$ cat config.mk
export PLATFORM = sky130hd
export DESIGN_NAME = ocr_output_cfg_regs
export DESIGN_NICKNAME = d
export VERILOG_FILES = /design/src/include/ocr_pkg.sv /design/src/ocr_sync_2ff.sv /design/src/ocr_output_cfg_regs.sv
export SDC_FILE = /design/constraint.sdc
export NUM_CORES = 1
export LEC_CHECK = 0
export BUFFER_PORTS_ARGS = -buffer_cell sky130_fd_sc_hd__buf_4
export CAP_MARGIN = 20
export CELL_PAD_IN_SITES_DETAIL_PLACEMENT = 1
export CELL_PAD_IN_SITES_GLOBAL_PLACEMENT = 2
export CORE_AREA = 2 2 119 121
export DETAILED_ROUTE_END_ITERATION = 6
export DIE_AREA = 0 0 121 123
export PLACE_DENSITY = 0.68
export SYNTH_ARGS = -nofsm -noshare
export SYNTH_HDL_FRONTEND = slang
export SYNTH_HIERARCHICAL = 1
export SYNTH_SLANG_ARGS = --single-unit
$ cat constraint.sdc
create_clock -name clock_i -period 4.25 [get_ports clock_i]
set_input_delay 0.85 -clock clock_i [delete_from_list [all_inputs] [get_ports clock_i]]
set_output_delay 0.85 -clock clock_i [all_outputs]
set_load 0.01 [all_outputs]
$ cat src/include/ocr_pkg.sv
// constants, field layout and carrier types of the output config registers
package ocr_pkg;

    ////////////////////////////////////////////////////////////////////////
    // register addresses and values after reset
    localparam logic [7:0] POS_CFG_ADDR = 8'h65;
    localparam logic [7:0] NEG_CFG_ADDR = 8'h66;
    localparam logic [7:0] DAC_A_CFG_ADDR = 8'h67;
    localparam logic [7:0] POS_CFG_RESET = 8'h20;
    localparam logic [7:0] NEG_CFG_RESET = 8'h20;
    localparam logic [7:0] DAC_A_CFG_RESET = 8'hc9;
    localparam logic [7:0] UNMAPPED_READ = 8'h00;

    // writable bits; the others are reserved and always hold zero
    localparam logic [7:0] POS_CFG_WMASK = 8'hf9;
    localparam logic [7:0] NEG_CFG_WMASK = 8'hfb;

    ////////////////////////////////////////////////////////////////////////
    // field positions; drive and level common to both side registers
    localparam int DRIVE_MSB = 7;
    localparam int DRIVE_LSB = 6;
    localparam int LEVEL_MSB = 5;
    localparam int LEVEL_LSB = 3;
    localparam int BW_BIT = 0;
    localparam int FULLSCALE_BIT = 1;
    localparam int CM_TOL_BIT = 0;

    // level codes; codes below 3'h4 are not to be written
    localparam logic [2:0] LEVEL_M8DB = 3'h4;
    localparam logic [2:0] LEVEL_M14DB = 3'h5;
    localparam logic [2:0] LEVEL_M20DB = 3'h6;
    localparam logic [2:0] LEVEL_M26DB = 3'h7;

    ////////////////////////////////////////////////////////////////////////
    // serial control port
    localparam logic [3:0] BYTE_BITS = 4'h8;
    localparam logic [3:0] FIRST_TX_BIT = 4'h1;
    localparam logic SYNC_IDLE = 1'b1;

    typedef enum logic [1:0] {
        OCR_DRV_LINE_OUT,
        OCR_DRV_HEADPHONE,
        OCR_DRV_FOUR_OHM,
        OCR_DRV_RECEIVER
    } ocr_drive_t;

    typedef struct packed {
        ocr_drive_t pos_side_drive_sel;
        logic [2:0] pos_side_level_code;
        logic dac_bandwidth_sel;
        ocr_drive_t neg_side_drive_sel;
        logic [2:0] neg_side_level_code;
        logic dac_fullscale_sel;
        logic common_mode_tolerance_sel;
        logic [7:0] dac_sub_a_config;
    } ocr_cfg_t;

endpackage

$ cat src/ocr_sync_2ff.sv
// two flip-flop synchroniser for one pin input
`timescale 1ns/1ns
module ocr_sync_2ff #(
    parameter logic RESET_VAL = 1'b1
) (
    input wire logic clock_i,
    input wire logic rst_i,
    input wire logic d_i,
    output logic q_o
);
    logic meta_ff;
    logic sync_ff;

    always_ff @(posedge clock_i) begin
        if (rst_i) begin
            meta_ff <= RESET_VAL;
            sync_ff <= RESET_VAL;
        end else begin
            meta_ff <= d_i;
            sync_ff <= meta_ff;
        end
    end

    assign q_o = sync_ff;
endmodule

$ cat src/ocr_output_cfg_regs.sv
// output driver config registers behind a serial two-wire target port
`timescale 1ns/1ns
// Functional notes
// - positive-side register at 0x65, reset 0x20, drive, level, bandwidth.
// - negative-side register at 0x66, reset 0x20, drive, level, scale, tol.
// - positive drive select resets 0: line, headphone, four-ohm, receiver.
// - positive level code resets 4; codes 4-7 are -8..-26 dB; avoid 0-3.
// - negative level code resets 4; codes 4-7 are -8..-26 dB; avoid 0-3.
// - reserved bits read zero; software writes only zero there.
// - positive bit 0 picks DAC bandwidth: 0 audio 24 kHz, 1 wide 96 kHz.
// - negative bit 0 picks coupling: 0 limited tolerance, 1 rail-to-rail.
module ocr_output_cfg_regs #(
    // target address, value arbitrary
    parameter logic [6:0] DEVICE_ADDR = 7'h2a
) (
    input wire logic clock_i,
    input wire logic rst_i,
    input wire logic scl_i,
    input wire logic sda_i,
    output logic sda_o,
    output logic sda_oe_o,
    output ocr_pkg::ocr_cfg_t cfg_o
);
    typedef enum {
        ST_IDLE, ST_DEVADDR, ST_ACK_ADDR, ST_REGPTR, ST_ACK_PTR,
        ST_WDATA, ST_ACK_WDATA, ST_RDATA, ST_RACK
    } ocr_state_t;
    logic scl_s;
    logic sda_s;
    logic scl_d_ff;
    logic sda_d_ff;
    logic scl_rise;
    logic scl_fall;
    logic bus_start;
    logic bus_stop;
    ocr_state_t state_ff;
    logic [3:0] bit_cnt_ff;
    logic [7:0] shift_ff;
    logic [7:0] tx_ff;
    logic [7:0] ptr_ff;
    logic rw_ff;
    logic sda_oe_ff;
    logic wr_stb_ff;
    logic [7:0] wr_addr_ff;
    logic [7:0] wr_data_ff;
    logic [7:0] pos_cfg_ff;
    logic [7:0] neg_cfg_ff;
    logic [7:0] dac_a_cfg_ff;
    logic [7:0] rd_value;
    ////////////////////////////////////////////////////////////////////////
    // pin conditioning and bus events
    ocr_sync_2ff #(.RESET_VAL(ocr_pkg::SYNC_IDLE)) u_sync_scl (
        .clock_i(clock_i), .rst_i(rst_i), .d_i(scl_i), .q_o(scl_s)
    );
    ocr_sync_2ff #(.RESET_VAL(ocr_pkg::SYNC_IDLE)) u_sync_sda (
        .clock_i(clock_i), .rst_i(rst_i), .d_i(sda_i), .q_o(sda_s)
    );
    always_ff @(posedge clock_i) begin
        if (rst_i) begin
            scl_d_ff <= ocr_pkg::SYNC_IDLE;
            sda_d_ff <= ocr_pkg::SYNC_IDLE;
        end else begin
            scl_d_ff <= scl_s;
            sda_d_ff <= sda_s;
        end
    end
    assign scl_rise = scl_s & ~scl_d_ff;
    assign scl_fall = ~scl_s & scl_d_ff;
    // sda may only move while scl is high at a start or a stop
    assign bus_start = scl_s & scl_d_ff & sda_d_ff & ~sda_s;
    assign bus_stop = scl_s & scl_d_ff & ~sda_d_ff & sda_s;
    ////////////////////////////////////////////////////////////////////////
    // read multiplexer; unmapped addresses read zero
    always_comb begin
        case (ptr_ff)
            ocr_pkg::POS_CFG_ADDR: rd_value = pos_cfg_ff;
            ocr_pkg::NEG_CFG_ADDR: rd_value = neg_cfg_ff;
            ocr_pkg::DAC_A_CFG_ADDR: rd_value = dac_a_cfg_ff;
            default: rd_value = ocr_pkg::UNMAPPED_READ;
        endcase
    end
    ////////////////////////////////////////////////////////////////////////
    // serial target: address, pointer, auto-incremented data bytes
    always_ff @(posedge clock_i) begin
        if (rst_i) begin
            state_ff <= ST_IDLE;
            bit_cnt_ff <= 4'h0;
            shift_ff <= 8'h00;
            tx_ff <= 8'h00;
            ptr_ff <= 8'h00;
            rw_ff <= 1'b0;
            sda_oe_ff <= 1'b0;
            wr_stb_ff <= 1'b0;
            wr_addr_ff <= 8'h00;
            wr_data_ff <= 8'h00;
        end else begin
            wr_stb_ff <= 1'b0;
            if (bus_start) begin
                // a repeated start keeps the pointer for a read-back
                state_ff <= ST_DEVADDR;
                bit_cnt_ff <= 4'h0;
                sda_oe_ff <= 1'b0;
            end else if (bus_stop) begin
                state_ff <= ST_IDLE;
                sda_oe_ff <= 1'b0;
            end else begin
                case (state_ff)
                    ST_DEVADDR, ST_REGPTR, ST_WDATA: begin
                        if (scl_rise) begin
                            shift_ff <= {shift_ff[6:0], sda_s};
                            bit_cnt_ff <= bit_cnt_ff + 4'h1;
                        end else if (scl_fall &&
                                     bit_cnt_ff == ocr_pkg::BYTE_BITS) begin
                            bit_cnt_ff <= 4'h0;
                            if (state_ff == ST_DEVADDR) begin
                                if (shift_ff[7:1] == DEVICE_ADDR) begin
                                    rw_ff <= shift_ff[0];
                                    sda_oe_ff <= 1'b1;
                                    state_ff <= ST_ACK_ADDR;
                                end else begin
                                    state_ff <= ST_IDLE;
                                end
                            end else if (state_ff == ST_REGPTR) begin
                                ptr_ff <= shift_ff;
                                sda_oe_ff <= 1'b1;
                                state_ff <= ST_ACK_PTR;
                            end else begin
                                wr_stb_ff <= 1'b1;
                                wr_addr_ff <= ptr_ff;
                                wr_data_ff <= shift_ff;
                                ptr_ff <= ptr_ff + 8'h01;
                                sda_oe_ff <= 1'b1;
                                state_ff <= ST_ACK_WDATA;
                            end
                        end
                    end
                    ST_ACK_ADDR: begin
                        if (scl_fall) begin
                            if (rw_ff) begin
                                sda_oe_ff <= ~rd_value[7];
                                tx_ff <= {rd_value[6:0], 1'b0};
                                bit_cnt_ff <= ocr_pkg::FIRST_TX_BIT;
                                ptr_ff <= ptr_ff + 8'h01;
                                state_ff <= ST_RDATA;
                            end else begin
                                sda_oe_ff <= 1'b0;
                                state_ff <= ST_REGPTR;
                            end
                        end
                    end
                    ST_ACK_PTR, ST_ACK_WDATA: begin
                        if (scl_fall) begin
                            sda_oe_ff <= 1'b0;
                            state_ff <= ST_WDATA;
                        end
                    end
                    ST_RDATA: begin
                        if (scl_fall) begin
                            if (bit_cnt_ff == ocr_pkg::BYTE_BITS) begin
                                sda_oe_ff <= 1'b0;
                                state_ff <= ST_RACK;
                            end else begin
                                sda_oe_ff <= ~tx_ff[7];
                                tx_ff <= {tx_ff[6:0], 1'b0};
                                bit_cnt_ff <= bit_cnt_ff + 4'h1;
                            end
                        end
                    end
                    ST_RACK: begin
                        if (scl_rise && sda_s) begin
                            // not acknowledged: end of read, wait for stop
                            state_ff <= ST_IDLE;
                        end else if (scl_fall) begin
                            sda_oe_ff <= ~rd_value[7];
                            tx_ff <= {rd_value[6:0], 1'b0};
                            bit_cnt_ff <= ocr_pkg::FIRST_TX_BIT;
                            ptr_ff <= ptr_ff + 8'h01;
                            state_ff <= ST_RDATA;
                        end
                    end
                    default: state_ff <= ST_IDLE;
                endcase
            end
        end
    end
    assign sda_o = 1'b0;
    assign sda_oe_o = sda_oe_ff;
    ////////////////////////////////////////////////////////////////////////
    // register bank; forbidden level codes are stored as written, the
    // host is trusted to keep to codes 4 to 7
    always_ff @(posedge clock_i) begin
        if (rst_i) begin
            pos_cfg_ff <= ocr_pkg::POS_CFG_RESET;
            neg_cfg_ff <= ocr_pkg::NEG_CFG_RESET;
            dac_a_cfg_ff <= ocr_pkg::DAC_A_CFG_RESET;
        end else if (wr_stb_ff) begin
            case (wr_addr_ff)
                ocr_pkg::POS_CFG_ADDR:
                    pos_cfg_ff <= wr_data_ff & ocr_pkg::POS_CFG_WMASK;
                ocr_pkg::NEG_CFG_ADDR:
                    neg_cfg_ff <= wr_data_ff & ocr_pkg::NEG_CFG_WMASK;
                ocr_pkg::DAC_A_CFG_ADDR:
                    dac_a_cfg_ff <= wr_data_ff;
                default: dac_a_cfg_ff <= dac_a_cfg_ff;
            endcase
        end
    end
    always_comb begin
        cfg_o.pos_side_drive_sel = ocr_pkg::ocr_drive_t'(
            pos_cfg_ff[ocr_pkg::DRIVE_MSB:ocr_pkg::DRIVE_LSB]);
        cfg_o.pos_side_level_code =
            pos_cfg_ff[ocr_pkg::LEVEL_MSB:ocr_pkg::LEVEL_LSB];
        cfg_o.dac_bandwidth_sel = pos_cfg_ff[ocr_pkg::BW_BIT];
        cfg_o.neg_side_drive_sel = ocr_pkg::ocr_drive_t'(
            neg_cfg_ff[ocr_pkg::DRIVE_MSB:ocr_pkg::DRIVE_LSB]);
        cfg_o.neg_side_level_code =
            neg_cfg_ff[ocr_pkg::LEVEL_MSB:ocr_pkg::LEVEL_LSB];
        cfg_o.dac_fullscale_sel = neg_cfg_ff[ocr_pkg::FULLSCALE_BIT];
        cfg_o.common_mode_tolerance_sel =
            neg_cfg_ff[ocr_pkg::CM_TOL_BIT];
        cfg_o.dac_sub_a_config = dac_a_cfg_ff;
    end

    logic wr_pos;
    logic wr_neg;
    assign wr_pos = wr_stb_ff && wr_addr_ff == ocr_pkg::POS_CFG_ADDR;
    assign wr_neg = wr_stb_ff && wr_addr_ff == ocr_pkg::NEG_CFG_ADDR;
endmodule

### Yosys cells after proc, flatten, opt, wreduce, memory -nomap -nowiden

Index checks and enable logic that the tools add are counted.
Widths: inputs -> output; s select.

| storage, ports and cells | value |
|---|---|
| flip-flop bits (word level) | 106 |
| bits of input ports | 4 |
| output and inout port bits | 23 |
| logic and storage cells | 158 |

| operators by class | value |
|---|---|
| add/sub/neg operators | 2 |
| equality and inequality tests | 39 |
| muxes and demuxes | 54 |
| bitwise gates (word level) | 20 |
| reductions and logical operators | 23 |

Operators by type and width:

| kind | count |
|---|---|
| $mux 32 | 9 |
| $eq 32x3->1 const B | 5 |
| $pmux 32 s5 | 1 |
| $mux 8 | 14 |
| $eq 32x2->1 const B | 3 |
| $pmux 8 s3 | 3 |
| $eq 8x7->1 const B | 6 |
| $eq 32x1->1 const B | 1 |
| $eq 32x4->1 const B | 1 |
| $mux 4 | 8 |
| $reduce_and 7->1 | 4 |
| $reduce_and 9->1 | 3 |
| $ne 4x4->1 const B | 6 |
| $ne 2x2->1 const B | 11 |
| $pmux 4 s4 | 1 |
| $mux 1 | 14 |
| $not 1->1 | 13 |
| $reduce_and 10->1 | 1 |
| $ne 3x3->1 const B | 3 |
| $add 8x1->8 const B | 1 |
| $and 1x1->1 | 7 |
| $eq 7x6->1 const B | 1 |
| $reduce_or 7->1 | 1 |
| $reduce_and 2->1 | 3 |
| 13 further kinds | 18 |

### Logic depth before layout (Yosys ltp)

| depth | value |
|---|---|
| depth in word-level cells | 8 |
| mapped depth | 9 |
| mapped depth without buffers | 7 |

### Modules after synthesis

The synthesis kept the hierarchy.

Modules (own cells, without submodules):

| module | times used | cells an instance | area an instance (µm²) | seq. area each (µm²) |
|---|---|---|---|---|
| ocr_output_cfg_regs | 1 | 435 | 3794.9 | 1461.4 |
| ocr_sync_2ff | 2 | 4 | 52.6 | 40.0 |

### Worst setup path before layout

No wires, ideal clock.

| timing path | value |
|---|---|
| path kind | register to register |
| start | reg bit_cnt_ff[0] |
| end | reg wr_addr_ff[0] |
| setup time | 128 ps |
| arrival | 1784 ps |
| data required time | 4122 ps |
| path slack | 2338 ps |
| cell stages (with the launch flop) | 10 |
| buffers on the path | 2 |
| clock period less this slack | 1912 ps |
| cell sequence | dfxtp_1 -> inv_1 -> ha_1 -> nand3b_4 -> or2_1 -> or4_1 -> buf_4 -> buf_6 -> mux2i_1 -> nor2_1 |

| between the ends | value |
|---|---|
| word-level cells in the longest chain between the ends | 3 |

Ends and longest elaborated chain:

| what | line | text |
|---|---|---|
| start: declaration | ocr_output_cfg_regs.sv:37 | `logic [3:0] bit_cnt_ff;` |
| start signal: assignment | ocr_output_cfg_regs.sv:111 | `bit_cnt_ff <= bit_cnt_ff + 4'h1;` |
| start signal: assignment | ocr_output_cfg_regs.sv:142 | `bit_cnt_ff <= ocr_pkg::FIRST_TX_BIT;` |
| start signal: assignment | ocr_output_cfg_regs.sv:165 | `bit_cnt_ff <= bit_cnt_ff + 4'h1;` |
| $eq 4x4->1 | ocr_output_cfg_regs.sv:113 | `bit_cnt_ff == ocr_pkg::BYTE_BITS) begin` |
| $logic_and 1x1->1 | ocr_output_cfg_regs.sv:112 | `end else if (scl_fall &&` |
| $reduce_and 7->1 (no source line) | n/a |  |
| end signal: assignment | ocr_output_cfg_regs.sv:129 | `wr_addr_ff <= ptr_ff;` |
| end: declaration | ocr_output_cfg_regs.sv:44 | `logic [7:0] wr_addr_ff;` |

No other way between the ends.
A chain may end at the register's enable or synchronous reset.

### Worst setup path in the final report

| timing path | value |
|---|---|
| start | reg state_ff[1] |
| end | reg tx_ff[2] |

| between the ends | value |
|---|---|
| word-level cells in the longest chain between the ends | 3 |
| elaborated cells between the ends (all ways) | 12 |
| classes of those cells | eq/ne: 9; mux: 1; reduce/logical: 2 |

Ends and longest elaborated chain:

| what | line | text |
|---|---|---|
| start: declaration | ocr_output_cfg_regs.sv:36 | `ocr_state_t state_ff;` |
| start signal: assignment | ocr_output_cfg_regs.sv:86 | `state_ff <= ST_IDLE;` |
| start signal: assignment | ocr_output_cfg_regs.sv:100 | `state_ff <= ST_DEVADDR;` |
| start signal: assignment | ocr_output_cfg_regs.sv:104 | `state_ff <= ST_IDLE;` |
| $eq 32x4->1 (tied with other cells) | ocr_output_cfg_regs.sv:107 | `case (state_ff)` |
| $ne 2x2->1 (no source line) / $reduce_bool 3->1 (equally long branches) | n/a |  |
| $reduce_and 9->1 (no source line) | n/a |  |
| end signal: assignment | ocr_output_cfg_regs.sv:141 | `tx_ff <= {rd_value[6:0], 1'b0};` |
| end signal: assignment | ocr_output_cfg_regs.sv:164 | `tx_ff <= {tx_ff[6:0], 1'b0};` |
| end signal: assignment | ocr_output_cfg_regs.sv:175 | `tx_ff <= {rd_value[6:0], 1'b0};` |
| end: declaration | ocr_output_cfg_regs.sv:39 | `logic [7:0] tx_ff;` |

Parallel ways exist; a longest one is shown, timed or not.

==> out/results.md <==
| Result | Reported | Unit |
|---|---|---|
| Period minus WS final | 2.872 | ns |
| Worst rel slew slack | 36.65 | % |
| Diodes inserted | 0 | - |
| Routed wire length | 11.24 | mm |
| Via total after detailed routing | 3335 | - |
| Number of cells on the worst hold path | 1 | - |
| IO Count | 27 | - |
| Mapped Nets | 452 | - |
| Hold Crit Class | flip-flop to flip-flop | - |
| Fill cell count | 1587 | - |
| DRC | 0 | - |
| Largest cells by area after synthesis | dfxtp_1 40%, mux2i_1 11%, nor2_1 4.8% | - |
| CTS tree | yes | - |
| Clock sinks | 77 | - |
| Clock slew seen by the registers of the worst setup and hold paths | 0.06 | ns |
| Wirelength per Cell | 17.75 | microns |
| Buffers added on ports | 25 | - |
| Via-per-instance ratio | 5.269 | - |
| Worst slack at placement | 1.381 | ns |
| Count of cell types in the netlist | 73 | - |
| Half-perimeter wire length of the detailed placement result | 7.855 | mm |
| Top_reg_cell synth | dfxtp_1 | - |
| Via count of the first global-routing pass | 3332 | - |
| Power per standard cell area | 522.6 | nW/um^2 |
| Delay of the slowest cell on the worst path | 0.79 | ns |
| Wire length of the first global-routing pass | 18.22 | mm |
| Number of max-slew violations in the final report | 0 | - |
| Share of flip-flops with an asynchronous set or reset | 0 | % |
| Data required time at the worst endpoint | 4.48 | ns |
| Global routing met3 resource utilization | 2.122 | % |
| Number of H-tree branching levels | 3 | - |
| Worst hold path startpoint | u_sync_sda/meta_ff | - |
| Nets@finish | 459 | - |
| FF-to-FF Start | state_ff[1] | - |
| DIE WIDTH | 121 | microns |
| Count of warnings emitted by yosys | 6 | - |
| Total setup buffers inserted after CTS | 0 | - |
| Result of the run | completed | - |
| Synth Cell Area | 3900 | sq um |
| Met1 GRT Util | 20.95 | % |
| Critical path launch point type | flip-flop | - |
| Largest area contributor in the synthesized netlist | dfxtp_1 | - |
| FF-to-FF End | tx_ff[2] | - |
| RSZ-0062 raised after global routing | no | - |
| Synth top area share | 39.53 | % |
| Largest vdd supply drop | 0.2109 | mV |
| Number of endpoints with negative hold slack in the final report | 0 | - |
| Share of the yosys chip area belonging to registers | 39.53 | % |
| Overall power of the completed layout | 2.336 | mW |
| Flop-to-flop setup slack | 1.38 | ns |
| Post-Synthesis Mean Instance Area | 8.804 | sq um |
| Kind of capture point of the worst setup path | flip-flop | - |
| Initial core utilization | 28.65 | % |
| Number of enable flip-flop cells after synthesis | 0 | - |
| Routability congestion estimate | 0.8307 | - |
| Violation count after the first detailed-route iteration | 222 | - |
| Pre-antenna DRT Iters | 4 | - |
| Combined area of the multi-input logic cells | 2168 | sq um |
| Layer carrying the most global-route usage | met2 | - |
| Insertion delay of the later-clocked pin in the worst-skew pair | 0.34 | ns |
| CTS max path bufs | 2 | - |
| Largest fanout on the critical path | 21 | - |
| Final period util | 67.59 | % |
| Hold Buf Count CTS | 0 | - |
| Maximum number of pins on one net before global-route repair | 66 | - |
| Cell-by-cell trace of the critical path | and4b_1, o32ai_1, a211oi_2, o311ai_0, o211a_1 | - |
| Critical path's slowest cell | dfxtp_1 | - |
| Relative area change from synthesis to final layout | 14.60 | % |
| Die Area | 14880 | sq um |
| Clk_skew | 0.006353 | ns |
| Start-to-end type of the worst setup path | flip-flop to flip-flop | - |
| Setup-violating endpoint count in the final report | 0 | - |
| Aggregate global routing overflow | 0 | - |
| Crit path DAT | 3.10 | ns |
| CORE AREA | 13610 | sq um |
| Sum of negative setup slack | 0 | ns |
| Least setup slack across all paths after layout | 1.378 | ns |
| Antenna-violating nets left | 0 | - |
| CTS Root Cell | clkbuf_16 | - |
| # Max-Cap Violations | 0 | - |
| Hold EP | u_sync_sda/q_o | - |
| Combined global-route utilization of all metal layers | 15.95 | % |
| Flops & latches, synth | 77 | - |
| Number of antenna violations at the first check in global routing | 0 | - |
| Vert. Die Dim | 123 | microns |
| Cells after synthesis | 443 | - |
| Leak pwr | 1.755 | nW |
| Met2 layer usage reported by global route | 25.60 | % |
| FF-to-FF path depth | 5 | - |
| Sequential cell area | 1541 | sq um |
| Number of gates resized after CTS | 0 | - |
| Slew of the pin with the lowest slew margin | 0.9503 | ns |
| Row count | 43 | - |
| FMAX | 0.3481 | GHz |
| Layout cells sized above 1 | 13.02 | % |
| Inserted Clock Buffers | 9 | - |
[metal layers]
layer / vias to the layer above / routed length (microns)
li1: 1612 / -
met1: 1658 / 5360
met2: 54 / 5367
met3: 11 / 323
met4: 0 / 185
met5: - / 0
[critical path: cells and delay by family, from the launching register on]
kind	cells	cell delay (ns)
AO/OA/AOI/OAI	4	1.37
flip-flops	1	0.79
AND/OR/NAND/NOR	1	0.60
[placed cells by master (no fill, tap or decap), types with 3 or more instances in the layout]
cell       instances
dfxtp_1           77
nor2_1            50
nand2_1           43
mux2i_1           41
a21oi_1           34
buf_4             25
o21ai_0           15
nand3_1           10
nor3_1            10
inv_1              9
clkbuf_16          9
o31ai_1            7
nor3b_1            6
a211oi_1           6
a222oi_1           6
nand2b_1           5
nor2b_1            5
or2_1              5
ha_1               5
nor4b_1            4
nand3b_1           4
a211oi_2           4
and3_1             3
a31oi_1            3
nand4b_1           3
o211ai_1           3
and2_1             3
or2_2              3
[how the worst max path moves through the flow]
stage	startpoint	endpoint	cells past startpoint
floorplan	bit_cnt_ff[0]	wr_addr_ff[0]	9
global placement	state_ff[1]	tx_ff[2]	5
detailed placement	state_ff[0]	tx_ff[2]	5
CTS	state_ff[0]	tx_ff[2]	5
global route	state_ff[1]	tx_ff[2]	5
finish	state_ff[1]	tx_ff[2]	5
[cell usage after synthesis, types with 3 or more instances]
cell type	number
buf_6	3
or2_1	5
dfxtp_1	77
inv_1	9
nand3_1	10
and2_1	3
nand3b_1	4
o31ai_1	7
buf_4	4
nor3b_1	6
ha_1	5
and3_1	3
o21ai_0	15
buf_2	8
mux2i_1	41
a211oi_2	4
a21oi_1	34
o211ai_1	3
nor3_1	10
a31oi_1	3
nand4b_1	3
a211oi_1	6
nor2_1	50
nand2b_1	5
nor4b_1	4
clkbuf_1	13
or2_2	3
a222oi_1	6
nor2b_1	5
nand2_1	43
[power by group]
group / internal [mW] / leakage [nW] / switching (mW)
sequential: 0.777 / 0.623 / 0.110
clock: 0.524 / 0.154 / 0.299
combinational: 0.253 / 0.978 / 0.373
total: 1.55 / 1.76 / 0.782
[state kept, by name, summed over array words and instances (netlist names), 4 cells and up]
signal	cells
wr_addr_ff	8
dac_a_cfg_ff	8
state_ff	4
wr_data_ff	8
neg_cfg_ff	7
tx_ff	7
ptr_ff	8
pos_cfg_ff	6
bit_cnt_ff	4
shift_ff	8
[area by class of cell]
cell class / count / share of cell area, %
Multi-Input combinational cell: 328 / 48.52
Sequential cell: 77 / 34.49
Clock buffer: 10 / 5.347
Tap cell: 180 / 5.039
Timing Repair Buffer: 25 / 4.199
Clock inverter: 4 / 1.652
Inverter: 9 / 0.7559
[cells by family after synthesis]
logic type / Yosys count / share of synthesized area (%)
AOI/OAI and AO/OA: 102 / 18.06
xor gates and xnor gates: 2 / 0.4492
adders and majority gates: 5 / 1.604
buffers and inverters: 38 / 4.876
DFF: 77 / 39.53
muxes: 43 / 11.10
other: 1 / 0.09615
and+or+nand+nor: 175 / 24.29
[metrics by stage]
stage	instances	utilization (%)	hold slack [ns]	cell area, sq um
after floorplan	443	-	0.3832	3900
after global placement	619	30.54	0.3880	4156
after detailed placement	619	30.54	0.3993	4156
after CTS	633	32.83	0.4128	4469
after global routing	633	32.83	0.4371	4469
final	633	32.83	0.4075	4469
No activity file was read; power rests on OpenSTA's default activity.
